## src/logic/slm_pkg.sv

```systemverilog
/*
  Constants, register map and carrier types of the sleep-mode controller.
  Assumes an 8-bit register port and a single 50 MHz system clock.
*/
`default_nettype none
package slm_pkg;
  localparam int ADDR_W = 3;
  localparam int DATA_W = 8;
  localparam logic [2:0] OFS_CTRL = 3'h0;
  localparam logic [2:0] OFS_CTRL_STAT = 3'h1;
  localparam logic [2:0] OFS_CTRL_EXT = 3'h2;
  localparam logic [2:0] OFS_AUX = 3'h3;
  localparam logic [2:0] OFS_STATE = 3'h4;
  localparam logic [7:0] RST_BYTE = 8'h00;
  localparam int ARM_BIT = 5;
  localparam int SEL_MID_BIT = 4;
  localparam int SEL_HI_BIT = 5;
  localparam int SEL_LO_BIT = 7;
  localparam int SENSE0_LSB = 0;
  localparam int SENSE1_LSB = 2;
  localparam logic [1:0] SENSE_LEVEL = 2'h0;
  localparam int T2_ASYNC_BIT = 0;
  localparam int CMP_OFF_BIT = 1;
  localparam logic [3:0] XTAL_MIN_CODE = 4'h8;
  localparam int CNT_W = 15;
  localparam int HALT_CK = 4;
  localparam int STBY_CK = 6;
  localparam int START_CK0 = 6;
  localparam int START_CK1 = 258;
  localparam int START_CK2 = 1024;
  localparam int START_CK3 = 16384;
  typedef enum logic [2:0] {
    MODE_IDLE = 3'h0,
    MODE_PDOWN = 3'h2,
    MODE_PSAVE = 3'h3,
    MODE_STBY = 3'h6,
    MODE_XSTBY = 3'h7
  } slm_mode_t;
  typedef enum logic [1:0] {ST_RUN, ST_SLEEP, ST_WAKE, ST_HALT} slm_state_t;
  typedef struct packed {
    logic core;
    logic flash;
    logic io;
    logic async;
    logic main_osc;
    logic timer_osc;
    logic comparator;
  } slm_gate_t;
  typedef struct packed {
    logic t2_cmp;
    logic t2_ovf;
    logic pin_chg;
    logic ext2;
    logic ext1;
    logic ext0;
  } slm_pins_t;
endpackage : slm_pkg
`default_nettype wire

```

## src/logic/slm_sleep_ctrl.sv

```systemverilog
/*
  Sleep-mode controller: arms on a register bit, enters one of five
  modes on the sleep instruction, gates clock domains and sequences wake-up.
  Assumes the CPU pulses sleep_instr_i for one cycle, that reset requests
  arrive synchronous, and that the clock-source strap is stable at reset.
*/
// Decided for this implementation: strobed register access and the address map.
`timescale 1ns/1ps
`default_nettype none
module slm_sleep_ctrl
  import slm_pkg::*;
#(
  parameter int START_LONG = START_CK3
)(
  // Clock, reset, enable
  input wire logic ref_clk_i,
  input wire logic resetn_i,
  input wire logic clk_en_i,
  // Register port
  input wire logic [ADDR_W-1:0] reg_addr_i,
  input wire logic [DATA_W-1:0] reg_wdata_i,
  input wire logic reg_we_i,
  input wire logic reg_re_i,
  output logic [DATA_W-1:0] reg_rdata_o,
  // CPU and interrupt side
  input wire logic sleep_instr_i,
  input wire logic periph_irq_i,
  input wire logic spm_ee_irq_i,
  input wire logic reset_req_i,
  input wire logic global_ie_i,
  input wire logic [1:0] timer2_irq_en_i,
  input wire slm_pins_t wake_pins_i,
  input wire logic [3:0] clock_source_fuses_i,
  // Clock domain gates and sequencing
  output slm_gate_t clk_gate_o,
  output logic wake_irq_o,
  output logic restart_vec_o,
  output logic sleeping_o
);

  // Register state
  logic [7:0] ctrl_q, ctrl_d;
  logic [7:0] cstat_q, cstat_d;
  logic [7:0] cext_q, cext_d;
  logic [7:0] aux_q, aux_d;
  logic [7:0] rdata_q, rdata_d;
  logic xtal_q, xtal_d;
  slm_mode_t mode_q, mode_d;
  slm_state_t st_q, st_d;
  always_comb
  begin
    ctrl_d = ctrl_q;
    cstat_d = cstat_q;
    cext_d = cext_q;
    aux_d = aux_q;
    rdata_d = RST_BYTE;
    if (reg_we_i)
    begin
      case (reg_addr_i)
        OFS_CTRL: ctrl_d = reg_wdata_i;
        OFS_CTRL_STAT: cstat_d = reg_wdata_i;
        OFS_CTRL_EXT: cext_d = reg_wdata_i;
        OFS_AUX: aux_d = reg_wdata_i;
        default: ;
      endcase
    end
    if (reg_re_i)
    begin
      case (reg_addr_i)
        OFS_CTRL: rdata_d = ctrl_q;
        OFS_CTRL_STAT: rdata_d = cstat_q;
        OFS_CTRL_EXT: rdata_d = cext_q;
        OFS_AUX: rdata_d = aux_q;
        OFS_STATE: rdata_d = {xtal_q, mode_q, 2'h0, st_q};
        default: rdata_d = RST_BYTE;
      endcase
    end
  end
  always_ff @(posedge ref_clk_i or negedge resetn_i)
  begin
    if (!resetn_i)
    begin
      ctrl_q <= RST_BYTE;
      cstat_q <= RST_BYTE;
      cext_q <= RST_BYTE;
      aux_q <= RST_BYTE;
      rdata_q <= RST_BYTE;
    end
    else if (clk_en_i)
    begin
      ctrl_q <= ctrl_d;
      cstat_q <= cstat_d;
      cext_q <= cext_d;
      aux_q <= aux_d;
      rdata_q <= rdata_d;
    end
  end
  assign reg_rdata_o = rdata_q;

  // Strap capture: fuses are static, so one look after reset is enough
  logic [1:0] sut_q, sut_d;
  logic strap_q, strap_d;
  always_comb
  begin
    strap_d = 1'b1;
    xtal_d = xtal_q;
    sut_d = sut_q;
    if (!strap_q)
    begin
      xtal_d = clock_source_fuses_i >= XTAL_MIN_CODE;
      sut_d = clock_source_fuses_i[1:0];
    end
  end
  always_ff @(posedge ref_clk_i or negedge resetn_i)
  begin
    if (!resetn_i)
    begin
      strap_q <= 1'b0;
      xtal_q <= 1'b0;
      sut_q <= 2'h0;
    end
    else if (clk_en_i)
    begin
      strap_q <= strap_d;
      xtal_q <= xtal_d;
      sut_q <= sut_d;
    end
  end

  // Pin synchronisers: a change counts once stages two and three agree
  localparam int NPIN = $bits(slm_pins_t);
  logic [NPIN-1:0] s1_q, s2_q, s3_q, pin_q;
  logic [NPIN-1:0] pin_d;
  slm_pins_t pins;
  always_comb
  begin
    pin_d = pin_q;
    for (int i = 0; i < NPIN; i++)
    begin
      if (s2_q[i] == s3_q[i])
      begin
        pin_d[i] = s3_q[i];
      end
    end
  end
  always_ff @(posedge ref_clk_i or negedge resetn_i)
  begin
    if (!resetn_i)
    begin
      s1_q <= '0;
      s2_q <= '0;
      s3_q <= '0;
      pin_q <= '0;
    end
    else if (clk_en_i)
    begin
      s1_q <= wake_pins_i;
      s2_q <= s1_q;
      s3_q <= s2_q;
      pin_q <= pin_d;
    end
  end
  assign pins = slm_pins_t'(pin_q);

  // Mode decode and wake sources
  logic [2:0] sel;
  logic sel_ok, arm, lvl0, lvl1, t2_async, t2_wake, wake_req;
  assign sel = {cstat_q[SEL_HI_BIT], ctrl_q[SEL_MID_BIT], cext_q[SEL_LO_BIT]};
  assign arm = ctrl_q[ARM_BIT];
  assign t2_async = aux_q[T2_ASYNC_BIT];
  assign lvl0 = ctrl_q[SENSE0_LSB +: 2] == SENSE_LEVEL;
  assign lvl1 = ctrl_q[SENSE1_LSB +: 2] == SENSE_LEVEL;
  assign t2_wake = global_ie_i && t2_async &&
    ((pins.t2_ovf && timer2_irq_en_i[0]) || (pins.t2_cmp && timer2_irq_en_i[1]));
  always_comb
  begin
    sel_ok = 1'b0;
    case (sel)
      MODE_IDLE, MODE_PDOWN, MODE_PSAVE: sel_ok = 1'b1;
      MODE_STBY, MODE_XSTBY: sel_ok = xtal_q;
      default: sel_ok = 1'b0;
    endcase
    wake_req = pins.ext2 || pins.pin_chg || (pins.ext0 && lvl0) || (pins.ext1 && lvl1);
    case (mode_q)
      MODE_IDLE: wake_req = pins.ext0 || pins.ext1 || pins.ext2 || pins.pin_chg ||
        pins.t2_ovf || pins.t2_cmp || periph_irq_i || spm_ee_irq_i;
      MODE_PSAVE, MODE_XSTBY: wake_req = wake_req || t2_wake;
      default: ;
    endcase
  end

  // Sleep sequencer; the longest start-up count shrinks in simulation through START_LONG
  logic [CNT_W-1:0] cnt_q, cnt_d;
  logic wirq_q, wirq_d, rvec_q, rvec_d;
  function automatic logic [CNT_W-1:0] start_len(input logic [1:0] sut);
    case (sut)
      2'h0: start_len = CNT_W'(START_CK0 - 1);
      2'h1: start_len = CNT_W'(START_CK1 - 1);
      2'h2: start_len = CNT_W'(START_CK2 - 1);
      default: start_len = CNT_W'(START_LONG - 1);
    endcase
  endfunction : start_len
  always_comb
  begin
    st_d = st_q;
    mode_d = mode_q;
    cnt_d = cnt_q;
    wirq_d = 1'b0;
    rvec_d = 1'b0;
    case (st_q)
      ST_RUN:
      begin
        if (sleep_instr_i && arm && sel_ok)
        begin
          st_d = ST_SLEEP;
          mode_d = slm_mode_t'(sel);
        end
      end
      ST_SLEEP:
      begin
        if (wake_req)
        begin
          st_d = ST_WAKE;
          case (mode_q)
            MODE_IDLE: st_d = ST_HALT;
            MODE_STBY, MODE_XSTBY: cnt_d = CNT_W'(STBY_CK - 1);
            default: cnt_d = start_len(sut_q);
          endcase
          if (mode_q == MODE_IDLE)
          begin
            cnt_d = CNT_W'(HALT_CK - 1);
          end
        end
      end
      ST_WAKE:
      begin
        cnt_d = cnt_q - CNT_W'(1);
        if (cnt_q == '0)
        begin
          st_d = ST_HALT;
          cnt_d = CNT_W'(HALT_CK - 1);
        end
      end
      ST_HALT:
      begin
        cnt_d = cnt_q - CNT_W'(1);
        if (cnt_q == '0)
        begin
          st_d = ST_RUN;
          wirq_d = 1'b1;
        end
      end
      default: st_d = ST_RUN;
    endcase
    if (reset_req_i && st_q != ST_RUN)
    begin
      st_d = ST_RUN;
      cnt_d = '0;
      rvec_d = 1'b1;
    end
  end

  // Gate bundle follows the next state so it lines up with st_q
  slm_gate_t gate_q, gate_d;
  logic slp_q, slp_d;
  always_comb
  begin
    gate_d = '{core: 1'b1, flash: 1'b1, io: 1'b1, async: 1'b1, main_osc: 1'b1,
      timer_osc: t2_async, comparator: !aux_q[CMP_OFF_BIT]};
    if (st_d == ST_SLEEP)
    begin
      // Core is gated, never reset, so its registers and SRAM hold
      gate_d.core = 1'b0;
      gate_d.flash = 1'b0;
      gate_d.comparator = 1'b0;
      gate_d.io = 1'b0;
      gate_d.async = t2_async && (mode_d == MODE_PSAVE || mode_d == MODE_XSTBY);
      gate_d.timer_osc = gate_d.async;
      gate_d.main_osc = mode_d == MODE_STBY || mode_d == MODE_XSTBY;
      if (mode_d == MODE_IDLE)
      begin
        gate_d.io = 1'b1;
        gate_d.async = 1'b1;
        gate_d.main_osc = 1'b1;
        gate_d.timer_osc = t2_async;
        gate_d.comparator = !aux_q[CMP_OFF_BIT];
      end
    end
    else if (st_d != ST_RUN)
    begin
      gate_d.core = 1'b0;
      gate_d.flash = 1'b0;
    end
    slp_d = !gate_d.core;
  end
  always_ff @(posedge ref_clk_i or negedge resetn_i)
  begin
    if (!resetn_i)
    begin
      st_q <= ST_RUN;
      mode_q <= MODE_IDLE;
      cnt_q <= '0;
      wirq_q <= 1'b0;
      rvec_q <= 1'b0;
      gate_q <= '1;
      slp_q <= 1'b0;
    end
    else if (clk_en_i)
    begin
      st_q <= st_d;
      mode_q <= mode_d;
      cnt_q <= cnt_d;
      wirq_q <= wirq_d;
      rvec_q <= rvec_d;
      gate_q <= gate_d;
      slp_q <= slp_d;
    end
  end
  assign clk_gate_o = gate_q;
  assign wake_irq_o = wirq_q;
  assign restart_vec_o = rvec_q;
  assign sleeping_o = slp_q;
endmodule : slm_sleep_ctrl
`default_nettype wire

```

## config.mk

```make
export PLATFORM = sky130hd
export DESIGN_NAME = slm_sleep_ctrl
export DESIGN_NICKNAME = d
export VERILOG_FILES = /design/src/logic/slm_pkg.sv /design/src/logic/slm_sleep_ctrl.sv
export SDC_FILE = /design/constraint.sdc
export NUM_CORES = 1
export LEC_CHECK = 0
export BUFFER_PORTS_ARGS = -buffer_cell sky130_fd_sc_hd__buf_2
export CORE_ASPECT_RATIO = 0.9
export CORE_MARGIN = 3
export CORE_UTILIZATION = 53
export CTS_CLUSTER_SIZE = 30
export DETAILED_ROUTE_END_ITERATION = 6
export PLACE_DENSITY = 0.86
export SLEW_MARGIN = 40
export SYNTH_ARGS = -nofsm -noshare
export SYNTH_HDL_FRONTEND = slang
export SYNTH_SLANG_ARGS = --single-unit
export TNS_END_PERCENT = 1
```

## constraint.sdc

```tcl
create_clock -name ref_clk_i -period 2.05 [get_ports ref_clk_i]
set_input_delay 0.3075 -clock ref_clk_i [delete_from_list [all_inputs] [get_ports ref_clk_i]]
set_output_delay 0.3075 -clock ref_clk_i [all_outputs]
set_load 0.01 [all_outputs]
```

==> results.md <==
- The highest routing layer actually used is met4.
- The clock reaches the later pin of the worst-skew pair after 380 ps.
- The highest fanout seen on the critical path is 5.
- The placed instance area is 5390 um2.
- The final routed DRC violation total is 0.
- The detailed-routed wire length on met3 is 546 um.
- Net switching is 37.2% of the power.
- The total area inside the core boundary comes to 8610 um2.
- The flow ran to the end, but the final reports show violations.
- The share of synthesized area occupied by flip-flops and latches is 51.5%.
- Cells with a size suffix above 1 make up 36.6% of the layout.
- The worst-case clock skew is 17.2 ps.
- In this run, the number of DRC markers left after iteration 0 of detailed routing was 200.
- Counting every instance in the synthesized netlist gives 438.
- The signal on the critical path passes through or4_4, and4b_1, xnor2_1, a221oi_2, o311a_4, a41oi_2.
- The worst hold path endpoint is sut_q[1].
- After global routing the overflow that remains totals 0.
- On the critical path, the stage with the largest delay is an instance of or4_4.
- The average vias per placed instance is 5.90.
- The setup path with the least slack is of type flop to flop.
- The count of flip-flops with a built-in enable after synthesis is 0.
- The delay contributed by the slowest stage of the critical path is 540 ps.
- In this run the static leakage power is 2.56 nW.
- The arrival time of data at the critical path endpoint is 2400 ps.
- The cell taking the most area after synthesis is dfrtp_1.
- The sum of net half-perimeters after detailed placement is 8.00 mm.
- After synthesis, the cell types taking the most area are dfrtp_1 (48%), mux2_2 (12%), o21ai_0 (5.8%).
- During synthesis, Yosys emitted a total of 0 warnings.
- By area, the combinational part of the netlist is dominated by compound AO/OA/AOI/OAI gates.
- Cells fill 65.9% of the core in the end.
- The clock network burns 18.6% of the power.
- Setup slack on the critical path of the routed design comes to -56.7 ps.
- The net total in the final layout is 556.
- The worst hold path begins at clock_source_fuses_i[1].
- The maximum count of clock buffers along a single path is 2.
- The synthesized design contains 97 register bits.
- Entering global routing, the biggest net connects 98 pins.
- The initial antenna violation count is 0.
- The chip width is 106 um.
- The number of pins with negative max-slew slack in the final report is 0.
- In the detailed route, the total length drawn on met2 is 5.85 mm.
- The total wire length after detailed routing is 11.5 mm.
- 0 antenna diodes ended up in the layout.
- The cell sitting at the root of the clock tree is a clkbuf_8.
- The endpoint identified for the worst register-to-register timing path is clk_gate_o[2].
- In the synthesized netlist the dominant register cell turns out to be dfrtp_1.
- The hold violation total from the final report is 0.
- The overall fraction of global-route tracks in use is 23.7%.
- The number of nets in the synthesized netlist is 472.
- For this design the ratio of total power to cell area is 1240 nW/um2.
- After Yosys synthesis, full adders, half adders and majority gates account for 0.265% of the synthesized area.
- The critical path required time is 2340 ps.
- Dividing the detail-routed wire length by the instance count gives 17.8 um.
- Counting the buffers created by CTS gives 9.
- After routing the design area is 5680 um2.
- The worst max-slew margin expressed relative to the limit is 63.3%.
- The number of antenna-violating nets in the routed design is 0.
- The worst setup path is captured at a flop.
- The effective utilization at floorplan is 54.9%.
- The internal power is 0.00443 W.
- The area of the mapped netlist is 4730 um2.
- The congestion estimate from routability-driven global placement came to 0.908.
- The post-CTS clock slew at the launch and capture registers of the worst setup and hold paths is 100 ps.
- The final critical path takes up 103% of the cycle.
- The proportion of register bits with asynchronous set or reset after synthesis is 100%.
- The measured slew at the worst slew-check pin is 549 ps.
- After synthesis, the share of cell area in mux cells is 15.9%.
- The flop-to-flop setup slack is -60 ps.
- Post-CTS timing repair inserted 0 buffers for setup.
- The number of distinct standard cells referenced by the synthesized netlist is 61.
- The floorplan has 32 rows.
- The simple-gate portion of the synthesized area is 11.2%.
- The floorplan step defined a die boundary enclosing 10100 um2.
- The type of origin of the critical path is a flop.
- The die span in y is 95.6 um.
- The share of power burned in registers is 39.7%.
- The count of TritonRoute iterations in the first routing pass is 4.
- The number of global-route vias before repair was 3862.
- The tightest min-delay check is of the primary input to flop type.
- The beginning of the worst register-to-register path is cnt_q[13].
- The worst setup timing slack at the placement stage is -82.5 ps.
- 51 I/O pins were placed.
- The fraction of post-synthesis cell area in the top cell type by area is 48.2%.
- The total number of H-tree levels is 3.
- The routed length on met1 is 4.91 mm.
- Combinational logic is responsible for 41.7% of the overall power.
- The total number of vias is 3812.
- The total power is 0.00706 W.
- The highest attainable clock frequency is 475 MHz.
- The number of violations of the max-capacitance limit is 0.
- VDD sags by at most 632 uV.
- The number of cells on the worst reg-to-reg path is 6.
- The area added between synthesis and finish is 20.1%.
- The first global-routing pass estimated 18.9 mm of wire.
- The final reports fail on negative setup slack.
- Setup violations remaining at the end of the flow were counted as 5.
- Counting every sink on the clock net gives 97.
- Input and output buffers added on the ports amount to 49.
- A synthesized cell averages 10.8 um2.
- The CTS tree is built.
- Summing the areas of all xor and xnor instances in the mapped netlist gives 0.185% of the synthesized area.
- The worst path in the final design needs a cycle of 2110 ps, including I/O delays and setup.
- Summing the areas of all compound-gate instances in the mapped netlist gives 17.3% of the synthesized area.
- The power dissipated by switching net loads is 0.00263 W.
- The worst hold path passes through 3 cells.
- Setup repair after global routing could not meet its margin everywhere.
==> power groups by stage <==
stage | Sequential (W) | Clock (W) | Combinational [W]
3_5_place_dp | 0.00281 | 0 | 0.00278
6_report | 0.00281 | 0.00131 | 0.00294
5_1_grt | 0.00287 | 0.00141 | 0.00324
3_3_place_gp | 0.00277 | 0 | 0.00270
4_1_cts | 0.00278 | 0.00133 | 0.00282
2_1_floorplan | 0.00276 | 0 | 0.00168
==> metrics by stage <==
step / hold WS, ps / std cells / TNS [ps]
after floorplan: 11.9 / 438 / -17.1
after global placement: 391 / 629 / 0
after detailed placement: 397 / 629 / -393
after CTS: 136 / 646 / -119
after global routing: 147 / 646 / -1040
final: 145 / 646 / -206
==> logic make-up (layout without fill, tap and decap cells) <==
| kind of cell | Yosys count | in the layout |
|---|---|---|
| compound gates | 125 | 125 |
| simple gates | 107 | 107 |
| flops | 97 | 97 |
| mux | 65 | 65 |
| buf+inv | 42 | 131 |
| fa+ha+maj | 1 | 1 |
| xor+xnor | 1 | 1 |
==> layout by cell type, fill, tap and decap left out, types with 3 or more instances in the layout <==
cell type / Yosys / routed
nand2_1: 31 / 31
nor3_1: 12 / 11
o21ai_1: 2 / 4
and2_1: 6 / 6
o31ai_1: 6 / 6
nor4_1: 3 / 3
inv_6: 0 / 3
dfstp_2: 6 / 6
mux4_2: 3 / 3
a22o_1: 5 / 5
o21ai_0: 55 / 53
buf_4: 1 / 45
mux2_2: 50 / 49
o2bb2ai_1: 10 / 10
nand3_1: 5 / 4
mux2i_1: 12 / 12
inv_1: 18 / 16
clkbuf_8: 0 / 9
buf_2: 3 / 48
a31oi_1: 4 / 4
nand4b_1: 3 / 3
nor2_1: 25 / 25
nor2b_1: 3 / 3
a21o_1: 3 / 3
or2_2: 4 / 4
dfrtp_1: 91 / 89
nand4_1: 4 / 4
o22ai_1: 3 / 3
a21oi_1: 16 / 15
==> final cells by class <==
type                    count  area, um2
clock buffers               9        124
clock inverters             7       85.1
fillers                   665       2930
inverters                  19       71.3
multi-input cells         299       2190
flip-flops and latches     97       2440
well taps                 119        149
repair buffers             96        619
==> cells in the mapped netlist, drive strengths merged (5+ instances only) <==
cell type and n:
nand2 31, mux2i 12, nor2 26, buf 8, nand3 5, nor3 12
dfrtp 91, o31ai 6, o2bb2ai 10, a22o 5, clkbuf 15, inv 18
mux2 50, and2 6, o21ai 57, a21oi 17, dfstp 6
==> repair_timing <==
item,in CTS,in global routing
hold buffers,1,0
resized for setup,3,14
endpoints found under the hold margin,8,0
setup endpoints to repair,13,23
pin swaps,2,9
==> registers in the layout, indices dropped and copies added (netlist names) <==
signal / flops
s3_q: 6
st_q: 2
sut_q: 2
strap_q: 1
pin_q: 6
s1_q: 6
mode_q: 3
sleeping_o: 1
cstat_q: 8
s2_q: 6
cext_q: 8
xtal_q: 1
reg_rdata_o: 8
ctrl_q: 8
aux_q: 8
restart_vec_o: 1
clk_gate_o: 6
cnt_q: 15
wake_irq_o: 1
==> per-layer routing <==
metal	global-route usage [%]	vias to the layer above
met5	0	-
met3	5.01	16
met2	39.1	108
met4	8.74	0
met1	31.3	1916
li1	-	1772
==> critical path, delay by kind of cell, from the launching register on <==
kind                      cells  cell delay (ps)
AOI/OAI and AO/OA             3              700
xor gates and xnor gates      1              100
and+or+nand+nor               2              840
DFF                           1              390
==> worst max path at each step <==
stage / from / to / cells past startpoint
finish: cnt_q[13] / clk_gate_o[2] / 6
global placement: cnt_q[0] / cnt_q[13] / 10
detailed placement: sleep_instr_i / clk_gate_o[2] / 7
CTS: cnt_q[11] / clk_gate_o[2] / 6
floorplan: cnt_q[11] / clk_gate_o[2] / 7
global route: cnt_q[13] / clk_gate_o[2] / 6
No activity file was read; power rests on OpenSTA's default activity.
